`config.mk`:
```
export PLATFORM = sky130hd
export DESIGN_NAME = dsr_status
export DESIGN_NICKNAME = d
export VERILOG_FILES = /design/src/common/dsr_pkg.sv /design/src/design/dsr_status.sv
export SDC_FILE = /design/constraint.sdc
export NUM_CORES = 1
export LEC_CHECK = 0
export BUFFER_PORTS_ARGS = -buffer_cell sky130_fd_sc_hd__buf_4
export CELL_PAD_IN_SITES_DETAIL_PLACEMENT = 1
export CELL_PAD_IN_SITES_GLOBAL_PLACEMENT = 1
export CORE_MARGIN = 1.5
export CORE_UTILIZATION = 30
export DETAILED_ROUTE_END_ITERATION = 8
export GPL_ROUTABILITY_DRIVEN = 1
export MAX_ROUTING_LAYER = met4
export PLACE_DENSITY = 0.69
export SYNTH_ARGS = -nofsm -noshare
export SYNTH_HDL_FRONTEND = slang
export SYNTH_SLANG_ARGS = --single-unit
```
`constraint.sdc`:
```
create_clock -name clk -period 4.1 [get_ports clk]
set_clock_uncertainty 0.1 [all_clocks]
set_input_delay 0.41 -clock clk [delete_from_list [all_inputs] [get_ports clk]]
set_output_delay 0.41 -clock clk [all_outputs]
set_load 0.02 [all_outputs]
```
`src/common/dsr_pkg.sv`:
```
package dsr_pkg;

  // Geometry
  localparam int NUM_CH      = 8;
  localparam int ADDR_W      = 4;
  localparam int DATA_W      = 16;

  // Register offsets (word index on the plain port)
  localparam logic [3:0] COLL_OFS   = 4'h0;
  localparam logic [3:0] ACT_OFS    = 4'h1;
  localparam logic [3:0] RADDR_OFS  = 4'h2;
  localparam logic [3:0] IRQ_ST_OFS = 4'h3;
  localparam logic [3:0] IRQ_MK_OFS = 4'h4;
  localparam logic [3:0] PPMODE_OFS = 4'h5;

  // Field positions
  localparam int PERIPH_COL_LSB = 8;
  localparam int RAM_COL_LSB    = 0;
  localparam int LAST_CH_LSB    = 8;
  localparam int PINGPONG_BUFFER_STATUS_LSB       = 0;

  // Reset values
  localparam logic [15:0] COLL_RST    = 16'h0000;
  localparam logic [3:0]  LAST_CH_RST = 4'hf;
  localparam logic [7:0]  PINGPONG_BUFFER_STATUS_RST    = 8'h00;
  localparam logic [15:0] RADDR_RST   = 16'h0000;
  localparam logic [2:0]  IRQ_RST     = 3'h0;
  localparam logic [7:0]  PPMODE_RST  = 8'h00;

  // Interrupt status bit positions
  localparam int IRQ_PCOL_BIT = 0;
  localparam int IRQ_RCOL_BIT = 1;
  localparam int IRQ_XFER_BIT = 2;

  // One transfer report from the channel engine
  typedef struct packed {
    logic        valid;
    logic [2:0]  channel;
    logic [15:0] ram_addr;
  } dsr_xfer_type;

  // Software register port
  typedef struct packed {
    logic [3:0]  addr;
    logic [15:0] wdata;
    logic        wr;
    logic        rd;
  } dsr_bus_type;

endpackage

```
`src/design/dsr_status.sv`:
```
// Function
// - Peripheral collision flags, bits 15..8, reset low, cleared by software.
// - RAM collision flags, bits 7..0, reset low, cleared by software.
// - Last channel field reads 1111 after reset, then the latest channel.
// - Ping-pong bit per channel, reset 0, reads 1 while secondary is in use.
// - Read-only 16-bit most recent RAM address of any channel, reset 0.
// - In ping-pong modes a channel alternates buffers block by block.
`timescale 1ns/10ps
`default_nettype none

module dsr_status
#(
  parameter int NUM_CH = dsr_pkg::NUM_CH
)
(
  input  wire logic                   clk,           // System clock
  input  wire logic                   rst,           // Sync reset, high
  input  wire dsr_pkg::dsr_bus_type  bus,           // Register port
  output logic [15:0]                 rdata,         // Read data, next cycle
  input  wire logic [NUM_CH-1:0]      periph_col,    // Peripheral collision
  input  wire logic [NUM_CH-1:0]      ram_col,       // RAM collision
  input  wire dsr_pkg::dsr_xfer_type xfer,          // Transfer report
  input  wire logic [NUM_CH-1:0]      block_done,    // Block complete
  output logic [NUM_CH-1:0]           secondary_sel, // Buffer select out
  output logic                        irq            // Level interrupt
);

  ////////////////////////////////////////////////////////////////////////
  // Storage
  // Software-visible status
  logic [NUM_CH-1:0] periph_write_collision_flag_r;
  logic [NUM_CH-1:0] ram_write_collision_flag_r;
  logic [3:0]        last_active_channel_r;
  logic [NUM_CH-1:0] pingpong_buffer_status_r;
  logic [15:0]       recent_ram_address_r;
  // Control and interrupt state
  logic [NUM_CH-1:0] pingpong_mode_r;
  logic [2:0]        irq_status_r;
  logic [2:0]        irq_mask_r;
  // Read path and decode helpers
  logic [15:0]       rdata_r;
  logic [15:0]       rdata_nxt;
  logic [2:0]        irq_event;
  logic [15:0]       coll_word;
  logic [15:0]       act_word;
  logic              coll_wr;
  logic [NUM_CH-1:0] periph_clr;
  logic [NUM_CH-1:0] ram_clr;

  // Address match for the write decodes and the clear-on-read strobe
  // Kept in one place so every decode compares the full index
  function automatic logic hit(input logic [3:0] a, input logic [3:0] o);
    hit = (a == o);
  endfunction

  ////////////////////////////////////////////////////////////////////////
  // Clear masks: writing a one clears, zeros leave the flag alone
  assign coll_wr    = bus.wr && hit(bus.addr, dsr_pkg::COLL_OFS);
  assign periph_clr = coll_wr
                      ? bus.wdata[dsr_pkg::PERIPH_COL_LSB +: NUM_CH]
                      : '0;
  assign ram_clr    = coll_wr
                      ? bus.wdata[dsr_pkg::RAM_COL_LSB +: NUM_CH]
                      : '0;

  // Per-channel state: two collision flags and the buffer select.
  // A hit in the clearing cycle wins, so software never loses a
  // collision that it has not read yet.
  for (genvar ch = 0; ch < NUM_CH; ch++)
  begin : g_chan
    // Peripheral side collision flag
    always_ff @(posedge clk)
    begin
      if (rst)
        periph_write_collision_flag_r[ch] <=
          dsr_pkg::COLL_RST[dsr_pkg::PERIPH_COL_LSB + ch];
      else if (periph_col[ch])
        periph_write_collision_flag_r[ch] <= 1'b1;
      else if (periph_clr[ch])
        periph_write_collision_flag_r[ch] <= 1'b0;
    end

    // Same scheme for the RAM side flag
    always_ff @(posedge clk)
    begin
      if (rst)
        ram_write_collision_flag_r[ch] <=
          dsr_pkg::COLL_RST[dsr_pkg::RAM_COL_LSB + ch];
      else if (ram_col[ch])
        ram_write_collision_flag_r[ch] <= 1'b1;
      else if (ram_clr[ch])
        ram_write_collision_flag_r[ch] <= 1'b0;
    end

    // Toggle only at a block end of a channel in ping-pong mode;
    // the engine must not start the next block before this edge
    always_ff @(posedge clk)
    begin
      if (rst)
        pingpong_buffer_status_r[ch] <= dsr_pkg::PINGPONG_BUFFER_STATUS_RST[ch];
      else if (block_done[ch] && pingpong_mode_r[ch])
        pingpong_buffer_status_r[ch] <=
          ~pingpong_buffer_status_r[ch];
    end
  end

  ////////////////////////////////////////////////////////////////////////
  // Last channel and most recent RAM address
  // Bit 3 is forced low on update, so reserved codes never appear
  // and all ones keeps meaning no transfer since reset
  always_ff @(posedge clk)
  begin
    if (rst)
    begin
      last_active_channel_r <= dsr_pkg::LAST_CH_RST;
      recent_ram_address_r  <= dsr_pkg::RADDR_RST;
    end
    else if (xfer.valid)
    begin
      last_active_channel_r <= {1'b0, xfer.channel};
      recent_ram_address_r  <= xfer.ram_addr;
    end
  end

  ////////////////////////////////////////////////////////////////////////
  // Ping-pong mode enables, written by the channel setup software
  // Reset leaves every channel out of ping-pong mode
  always_ff @(posedge clk)
  begin
    if (rst)
      pingpong_mode_r <= NUM_CH'(dsr_pkg::PPMODE_RST);
    else if (bus.wr && hit(bus.addr, dsr_pkg::PPMODE_OFS))
      pingpong_mode_r <= bus.wdata[NUM_CH-1:0];
  end

  // Buffer select goes straight out to the channel engine
  assign secondary_sel = pingpong_buffer_status_r;

  ////////////////////////////////////////////////////////////////////////
  // Interrupt status: sticky, cleared by reading; new events win
  assign irq_event[dsr_pkg::IRQ_PCOL_BIT] = |periph_col;
  assign irq_event[dsr_pkg::IRQ_RCOL_BIT] = |ram_col;
  assign irq_event[dsr_pkg::IRQ_XFER_BIT] = xfer.valid;

  // A status read that meets a new event keeps that event pending;
  // the read itself shows only what was pending before it
  always_ff @(posedge clk)
  begin
    if (rst)
      irq_status_r <= dsr_pkg::IRQ_RST;
    else if (bus.rd && hit(bus.addr, dsr_pkg::IRQ_ST_OFS))
      irq_status_r <= irq_event;
    else
      irq_status_r <= irq_status_r | irq_event;
  end

  // Mask bits line up with the status bits
  always_ff @(posedge clk)
  begin
    if (rst)
      irq_mask_r <= dsr_pkg::IRQ_RST;
    else if (bus.wr && hit(bus.addr, dsr_pkg::IRQ_MK_OFS))
      irq_mask_r <= bus.wdata[2:0];
  end

  // Level output; drops only on a status read or a mask change
  assign irq = |(irq_status_r & irq_mask_r);

  ////////////////////////////////////////////////////////////////////////
  // Read mux; unmapped addresses return zero
  // Collision word built from the field positions
  always_comb
  begin
    coll_word = 16'h0000;
    coll_word[dsr_pkg::PERIPH_COL_LSB +: NUM_CH] =
      periph_write_collision_flag_r;
    coll_word[dsr_pkg::RAM_COL_LSB +: NUM_CH] =
      ram_write_collision_flag_r;
  end

  // Activity word; the upper nibble is unused and reads zero
  always_comb
  begin
    act_word = 16'h0000;
    act_word[dsr_pkg::LAST_CH_LSB +: 4] = last_active_channel_r;
    act_word[dsr_pkg::PINGPONG_BUFFER_STATUS_LSB +: NUM_CH] =
      pingpong_buffer_status_r;
  end

  // Answer for the cycle after the strobe; zero when idle so that a
  // stale word never looks like a fresh answer
  always_comb
  begin
    rdata_nxt = 16'h0000;
    if (bus.rd)
    begin
      case (bus.addr)
        dsr_pkg::COLL_OFS:   rdata_nxt = coll_word;
        dsr_pkg::ACT_OFS:    rdata_nxt = act_word;
        dsr_pkg::RADDR_OFS:  rdata_nxt = recent_ram_address_r;
        dsr_pkg::IRQ_ST_OFS: rdata_nxt = {13'h0, irq_status_r};
        dsr_pkg::IRQ_MK_OFS: rdata_nxt = {13'h0, irq_mask_r};
        dsr_pkg::PPMODE_OFS: rdata_nxt[NUM_CH-1:0] = pingpong_mode_r;
        default:             rdata_nxt = 16'h0000;
      endcase
    end
  end

  // Registered so the answer stands for exactly one cycle
  always_ff @(posedge clk)
  begin
    if (rst)
      rdata_r <= 16'h0000;
    else
      rdata_r <= rdata_nxt;
  end

  assign rdata = rdata_r;

endmodule

`default_nettype wire

```
# Yosys cells after proc, flatten, opt, wreduce, memory -nomap -nowiden
# Index checks and enable logic that the tools add are counted.
[totals] regBits=74 inputBits=68 wordCells=116
[op_classes] reduce_logical=33 muxes=37 n_eq_ne=5 bitwise=11
[ops] op="$pmux W8 S6" n=1
[ops] op="$mux W1" n=32
[ops] op="$reduce_bool A2 Y1" n=16
[ops] op="$pmux W8 S3" n=1
[ops] op="$mux W8" n=2
[ops] op="$reduce_or A8 Y1" n=2
[ops] op="$logic_and A1 B1 Y1" n=12
[ops] op="$not A1 Y1" n=9
[ops] op="$eq A4 B2 Y1 const B" n=2
[ops] op="$eq A4 B3 Y1 const B" n=2
[ops] op="$eq A4 B1 Y1 const B" n=1
[ops] op="$logic_not A4 Y1" n=1
[ops] op="$and A3 B3 Y3" n=1
[ops] op="$mux W3" n=1
[ops] op="$or A3 B3 Y3" n=1
[ops] op="$reduce_or A3 Y1" n=1
[ops] op="$reduce_or A2 Y1" n=1

# Logic depth before layout (Yosys ltp)
# Gate-level depths: netlist of run 1.
[logic_depth] depth_word=5 mapped_depth=6

# Least setup slack after synthesis of run 1
# OpenSTA, ideal clock, no wires.
[synth_timing] path_type="input to register" start="in bus[21] (netlist name)" end="reg periph_write_collision_flag_r[2] (netlist: coll_word[10])" arrival_time_ns=1.413 setup_ns=0.132 t_required_ns=3.868 slack_ns=2.454 path_stages=6 path_cell_list="buf_6 > or3b_1 > buf_2 > buf_6 > o31ai_1 > a21oi_1"
[synth_between] elab_chain_cells=4
[synth_rtl] element="start, declared" line="dsr_status.sv:18" text="input wire dsr_pkg::dsr_bus_type bus,"
[synth_rtl] element="$logic_not A4 Y1" line="dsr_status.sv:53" text="hit = (a == o);"
[synth_rtl] element="$logic_and A1 B1 Y1" line="dsr_status.sv:58" text="assign coll_wr = bus.wr && hit(bus.addr, dsr_pkg::COLL_OFS);"
[synth_rtl] element="$mux W8" line="dsr_status.sv:60" text="? bus.wdata[dsr_pkg::PERIPH_COL_LSB +: NUM_CH]"
[synth_rtl] element="$reduce_bool A2 Y1 (no source line)"
[synth_rtl] element="end signal, assigned by index" line="dsr_status.sv:75" text="periph_write_collision_flag_r[ch] <="
[synth_rtl] element="end, declared" line="dsr_status.sv:31" text="logic [NUM_CH-1:0] periph_write_collision_flag_r;"
# No other way between the ends.
# A chain may end at the register's enable or synchronous reset.

# Worst setup path in the final report of run 1
[layout_timing] start="reg irq_status_r[1]" end="out irq"
[layout_between] elab_chain_cells=2
[layout_rtl] element="start, declared" line="dsr_status.sv:38" text="logic [2:0] irq_status_r;"
[layout_rtl] element="start signal, assigned" line="dsr_status.sv:150" text="irq_status_r <= dsr_pkg::IRQ_RST;"
[layout_rtl] element="start signal, assigned" line="dsr_status.sv:152" text="irq_status_r <= irq_event;"
[layout_rtl] element="start signal, assigned" line="dsr_status.sv:154" text="irq_status_r <= irq_status_r | irq_event;"
[layout_rtl] element="$and A3 B3 Y3" line="dsr_status.sv:167" text="assign irq = |(irq_status_r & irq_mask_r);"
[layout_rtl] element="$reduce_or A3 Y1" line="dsr_status.sv:167"
[layout_rtl] element="end, declared" line="dsr_status.sv:25" text="output logic irq"
# No other way between the ends.

==> results of run 1 <==
report_power, final:
group / leakage, nW / total [mW] / switching (mW) / internal (mW)
clock network: 0.0872 / 0.495 / 0.261 / 0.234
registers: 0.607 / 0.764 / 0.0175 / 0.747
logic: 1.13 / 0.175 / 0.0877 / 0.0876
metal layers:
layer / wire length, microns / GRT usage / vias to the layer above
li1: - / - / 1346
met1: 4373 / 0.2324 / 1262
met2: 4120 / 0.2600 / 62
met3: 351 / 0.03772 / 12
met4: 111 / 0.06458 / 0
met5: 0 / - / -
flip-flops by register name, indices dropped and copies added, names as in the netlist:
register	count
coll_word	16
irq_mask_r	3
pingpong_mode_r	8
rdata	16
secondary_sel	8
last_active_channel_r	4
recent_ram_address_r	16
irq_status_r	3
placed cells by master (no fill, tap or decap), types with 4 or more instances in the layout:
cell,Yosys,final
dfxtp_1,74,74
o21ai_0,14,14
a21oi_1,31,31
clkbuf_8,0,10
nor4_1,4,4
buf_4,0,92
mux2i_1,40,40
inv_1,34,34
o31ai_1,16,16
a211o_1,4,4
nand3_1,14,14
nor2_1,39,39
o22a_1,5,5
nor2b_1,5,5
xor2_1,8,8
nand2_1,8,8
a2bb2oi_1,4,4
critical path, stage by stage (launching register included):
cell and delay [ns]:
dfxtp_1 0.33, a222oi_1 0.34, inv_1 0.10, buf_4 0.17
worst max-delay path by stage:
stage | startpoint | endpoint | slack (ns)
after floorplan | bus[21] | coll_word[10] | 2.45
after global placement | bus[19] | rdata[2] | 2.15
after detailed placement | bus[20] | coll_word[11] | 2.10
after CTS | irq_status_r[1] | irq | 2.27
after global routing | irq_status_r[1] | irq | 2.18
final | irq_status_r[1] | irq | 2.29
cells by family after synthesis:
kind of cell | Yosys count
AO/OA/AOI/OAI | 82
AND/OR/NAND/NOR | 80
flip-flops | 74
buffers and inverters | 59
XOR/XNOR | 8
multiplexers | 43
layout make-up:
cell class,instances,area (sq um),area share
sequential,74,1481,0.3658
multi-input combinational,213,1416,0.3497
timing repair buffer,92,690.7,0.1705
tap,136,170.2,0.04201
clock buffer,13,148.9,0.03676
inverter,34,127.6,0.03151
clock inverter,3,15.01,0.003707
==> flow_metrics.tcl, run 1 <==
set metrics [dict create \
    holdWs_ns 0.1644 \
    fp.dieH_microns 105.4 \
    postPlaceCellArea_sq_um 3886 \
    synth_flop_cell "dfxtp_1" \
    synth_xor_area_frac 0.02228 \
    drive_above_1_share 0.2541 \
    critPathMaxFanout 3 \
    syn_inst 346 \
    cts-root-buf "clkbuf_8" \
    run_status "completed" \
    setup_viol 0 \
    synth_cell_types 33 \
    drc_errors 0 \
    synth_top_area_frac 0.4710 \
    dr.pass1.iters 4 \
    utilization 0.3959 \
    cp-end-kind "primary output" \
    wl_per_cell_microns 15.85 \
    cts_resized 0 \
    rsz0062_at_grt "false" \
    ir_drop_v 0.0001356 \
    path_clk_slew_ns 0.08 \
    whs_endpoint "last_active_channel_r[1]" \
    synthSimpleGateAreaFrac 0.1213 \
    dr_total_vias 2682 \
    tightestPinTransition_ns 0.8373 \
    place_inst 549 \
    setup.worst_path.class "reg -> out" \
    synth.area.mux_share 0.1380 \
    grt_pass1_vias 2823 \
    core_area_sq_um 10230 \
    grt_max_degree 62 \
    synth.cell_area_sq_um 3146 \
    gr-total-overflow 0 \
    design_area_sq_um 4050 \
    period_share 0.4404 \
    synthAdderAreaFrac 0 \
    tns_ns 0 \
    wl_microns 8957 \
    cp.arrival_ns 1.30 \
    synth_edf_count 0 \
    finalHoldViolations 0 \
    holdCritPathClass "in -> reg" \
    crit_required_ns 3.59 \
    num-fill-cells 1209 \
    rr_endpoint "rdata[0]" \
    ys_top_cells_by_area "dfxtp_1 47%, mux2i_1 13%, a21oi_1 4.9%, nor2_1 4.7%, inv_1 4.1%" \
    min_from "xfer[17]" \
    synthesis.nets 414 \
    fp.dieW_microns 105.4 \
    p_total_mw 1.434 \
    clock_path_buffers 2 \
    numCtsBuffers 9 \
    reg2reg_depth 3 \
    cap_violations 0 \
    antenna_found_initial 0 \
    io_buffers 92 \
    grt_pass1_wl_microns 14660 \
    synth-seq-cells 74 \
    diodes 0 \
    synth_top_family_by_area "compound AO/OA/AOI/OAI gates" \
    gp_congestion 0.7774 \
    slew_headroom 0.4418 \
    cts-htree-levels 3 \
    clock_latency_ns 0.35 \
    fmax_mhz 553.8 \
    antenna_left 0 \
    ys_async_sr_fraction 0 \
    fin_cells 565 \
    power_density_nw_per_um2 354.2 \
    grt_usage 0.1746 \
    cts_tree "built" \
    area_growth_pct 28.76 \
    fin_crit_ns 1.806 \
    synth_compound_area_frac 0.1687 \
    num_io_pins 93 \
    avgViaCountPerCell 4.747 \
    layout_setup_ws_ns 2.294 \
    nets 492 \
    avgSynthCellArea_sq_um 9.091 \
    postCtsSetupBuffers 0 \
    start_kind "register" \
    regToRegStartpoint "irq_mask_r[0]" \
    dieArea_sq_um 11110 \
    holdPathStages 2 \
    initial_utilization 0.3074 \
    post-synth-top-count-cell "dfxtp_1" \
    slew_violations 0 \
    dp_slack_ns 2.103 \
    drt_iter0_drc 79 \
    postCtsHoldBufs 0 \
    cts_sinks 74 \
    dp_hpwl_microns 6536 \
    r2r_slack_ns 3.05 \
    p_leak_nw 1.822 \
    rows 37 \
    yosysSeqAreaShare 0.4710 \
    yosys.area.top_type "dfxtp_1" \
    ys_warn_count 0 \
    synth_common_cells "74 x dfxtp_1, 40 x mux2i_1, 39 x nor2_1" \
]
No activity file was read; power rests on OpenSTA's default activity.
==> run 2, diff against run 1 <==
--- a/config.mk
+++ b/config.mk
@@ -5,6 +5,7 @@
 export SDC_FILE = /design/constraint.sdc
 export NUM_CORES = 1
 export LEC_CHECK = 0
+export ABC_AREA = 1
 export BUFFER_PORTS_ARGS = -buffer_cell sky130_fd_sc_hd__buf_4
 export CELL_PAD_IN_SITES_DETAIL_PLACEMENT = 1
 export CELL_PAD_IN_SITES_GLOBAL_PLACEMENT = 1
@@ -13,7 +14,7 @@
 export DETAILED_ROUTE_END_ITERATION = 8
 export GPL_ROUTABILITY_DRIVEN = 1
 export MAX_ROUTING_LAYER = met4
-export PLACE_DENSITY = 0.69
+export PLACE_DENSITY = 0.75
 export SYNTH_ARGS = -nofsm -noshare
 export SYNTH_HDL_FRONTEND = slang
 export SYNTH_SLANG_ARGS = --single-unit
==> constraint.sdc (replaced) <==
create_clock -name clk -period 1.5 [get_ports clk]
set_clock_uncertainty 0.1 [all_clocks]
set_input_delay 0.15 -clock clk [delete_from_list [all_inputs] [get_ports clk]]
set_output_delay 0.15 -clock clk [all_outputs]
set_load 0.02 [all_outputs]
==> flow_metrics.tcl, run 2 <==
set metrics [dict create \
    run_status "completed" \
    area_growth_pct 52.70 \
    layout_common_cells "102 x buf_4, 96 x nand2_1, 74 x dfxtp_1, 54 x dlygate4sd3_1, 49 x nand3_1" \
    syn_inst 419 \
    synth_flop_cell "dfxtp_1" \
    yosys.area.top_type "dfxtp_1" \
    grt_max_degree 31 \
    synth_top_family_by_area "simple AND/OR/NAND/NOR gates" \
    synth_common_cells "96 x nand2_1, 74 x dfxtp_1, 49 x nand3_1" \
    slew_headroom 0.7153 \
    synth.area.mux_share 0 \
    num-fill-cells 1266 \
    clock_latency_ns 0.35 \
    use_met3 0.03885 \
    holdWs_ns 0.01461 \
    cts-htree-levels 3 \
    setup_viol 0 \
    cap_violations 0 \
    synthesis.nets 487 \
    antenna_found_initial 1 \
    postPlaceCellArea_sq_um 3905 \
    drc_errors 0 \
    setup.worst_path.class "reg -> out" \
    cts_sinks 74 \
    grt_util_met2 0.3780 \
    cts-root-buf "clkbuf_8" \
    power_density_nw_per_um2 954.8 \
    r2r_slack_ns 0.51 \
    ys_async_sr_fraction 0 \
    final_common_cell "buf_4" \
    slew_violations 0 \
    synth_edf_count 0 \
    cts_tree "built" \
    place_inst 637 \
    synth.cell_area_sq_um 3060 \
    period_share 0.8788 \
    fmax_mhz 758.6 \
    num_io_pins 93 \
    postCtsSetupBuffers 0 \
    post-synth-top-count-cell "nand2_1" \
    dp_slack_ns 0.005948 \
    busiest_layer "met2" \
    gp_congestion 0.8666 \
    drt_iter0_drc 102 \
    synth_compound_area_frac 0.1325 \
    clock_path_buffers 2 \
    synth-seq-cells 74 \
    whs_endpoint "recent_ram_address_r[4]" \
    fin_crit_ns 1.318 \
    dieArea_sq_um 10820 \
    fp.dieW_microns 104 \
    layout_setup_ws_ns 0.1819 \
    grtUsageMet1 0.2472 \
    tightestPinTransition_ns 0.4261 \
    initial_utilization 0.3117 \
    fp.dieH_microns 104 \
    io_buffers 92 \
    regToRegStartpoint "pingpong_mode_r[6]" \
    gr-total-overflow 0 \
    cp.arrival_ns 1.07 \
    fin_cells 708 \
    dr_total_vias 3358 \
    avgViaCountPerCell 4.743 \
    numCtsBuffers 9 \
    rr_endpoint "secondary_sel[6]" \
    synth_xor_area_frac 0.008585 \
    avgSynthCellArea_sq_um 7.304 \
    wl_microns 11050 \
    finalHoldViolations 0 \
    cp-end-kind "primary output" \
    synth_top_area_frac 0.4841 \
    grt_pass1_vias 3535 \
    yosysSeqAreaShare 0.4841 \
    synth_cell_types 20 \
    path_clk_slew_ns 0.08 \
    ir_drop_v 0.0004549 \
    critPathMaxFanout 3 \
    nets 637 \
    synthAdderAreaFrac 0 \
    grt_pass1_wl_microns 17720 \
    grt_usage 0.2166 \
    wl_per_cell_microns 15.61 \
    dr.pass1.iters 4 \
    crit_required_ns 1.25 \
    utilization 0.4759 \
    rows 36 \
    dp_hpwl_microns 7447 \
    design_area_sq_um 4673 \
    min_from "xfer[4]" \
    holdPathStages 3 \
    reg2reg_depth 3 \
    tns_ns 0 \
    p_total_mw 4.462 \
    p_leak_nw 2.094 \
    ys_top_cells_by_area "dfxtp_1 48%, nand2_1 12%, nand3_1 8.0%, a21oi_1 7.7%, o21ai_0 5.6%" \
    start_kind "register" \
    synthSimpleGateAreaFrac 0.2829 \
    holdCritPathClass "in -> reg" \
    drive_above_1_share 0.2265 \
    ys_warn_count 0 \
    core_area_sq_um 9819 \
    rsz0062_at_grt "false" \
    antenna_left 0 \
]
## run 2: changes by cell type after synthesis, moves of 7 or more
cell / delta
o21ai_0: +20
o31ai_1: -16
a21oi_1: +16
nand3_1: +35
inv_1: +9
nand2_1: +88
mux2i_1: -40
buf_2: -7
## run 2: repair_timing
item,4_1_cts,5_1_grt
endpoints found under the hold margin,45,0
resized for setup,0,0
hold buffers,54,0
## run 2: layout make-up
class | count | area (sq um) | share of cell area
flip-flops and latches | 74 | 1481 | 0.3170
well taps | 133 | 166.4 | 0.03561
inverters | 46 | 173.9 | 0.03722
repair buffers | 157 | 1326 | 0.2838
diodes | 1 | 2.502 | 0.0005355
clock inverters | 6 | 87.58 | 0.01874
clock buffers | 10 | 137.6 | 0.02945
multi-input cells | 281 | 1297 | 0.2776
## run 2: worst max-delay path by stage
stage | from | endpoint | slack [ns]
after floorplan | bus[21] | coll_word[10] | 0.48
after global placement | bus[19] | coll_word[1] | 0.08
after detailed placement | bus[19] | coll_word[13] | 0.006
after CTS | irq_mask_r[1] | irq | 0.16
after global routing | irq_mask_r[1] | irq | 0.13
final | irq_mask_r[1] | irq | 0.18
## run 2: metal layers
layer,wire [microns],vias to the layer above
li1,-,1644
met1,4663,1604
met2,5660,90
met3,480,20
met4,250,0
met5,0,-
## run 2: cell families (layout without fill, tap and decap cells)
logic type | count (synthesis) | after routing
AND/OR/NAND/NOR | 197 | 197
AO/OA/AOI/OAI | 81 | 81
flip-flops | 74 | 74
buffers and inverters | 64 | 219
XOR/XNOR | 3 | 3
other | 0 | 1
## run 2: worst max-delay path: stages, from the launching register on
cell and delay [ns]:
dfxtp_1 0.37, nand2_1 0.07, nand3_1 0.12, buf_4 0.16
## run 2: report_power, final
group	internal (mW)	total [mW]	switching, mW
logic	0.302	0.580	0.278
clock network	0.986	1.78	0.799
registers	2.05	2.10	0.0495
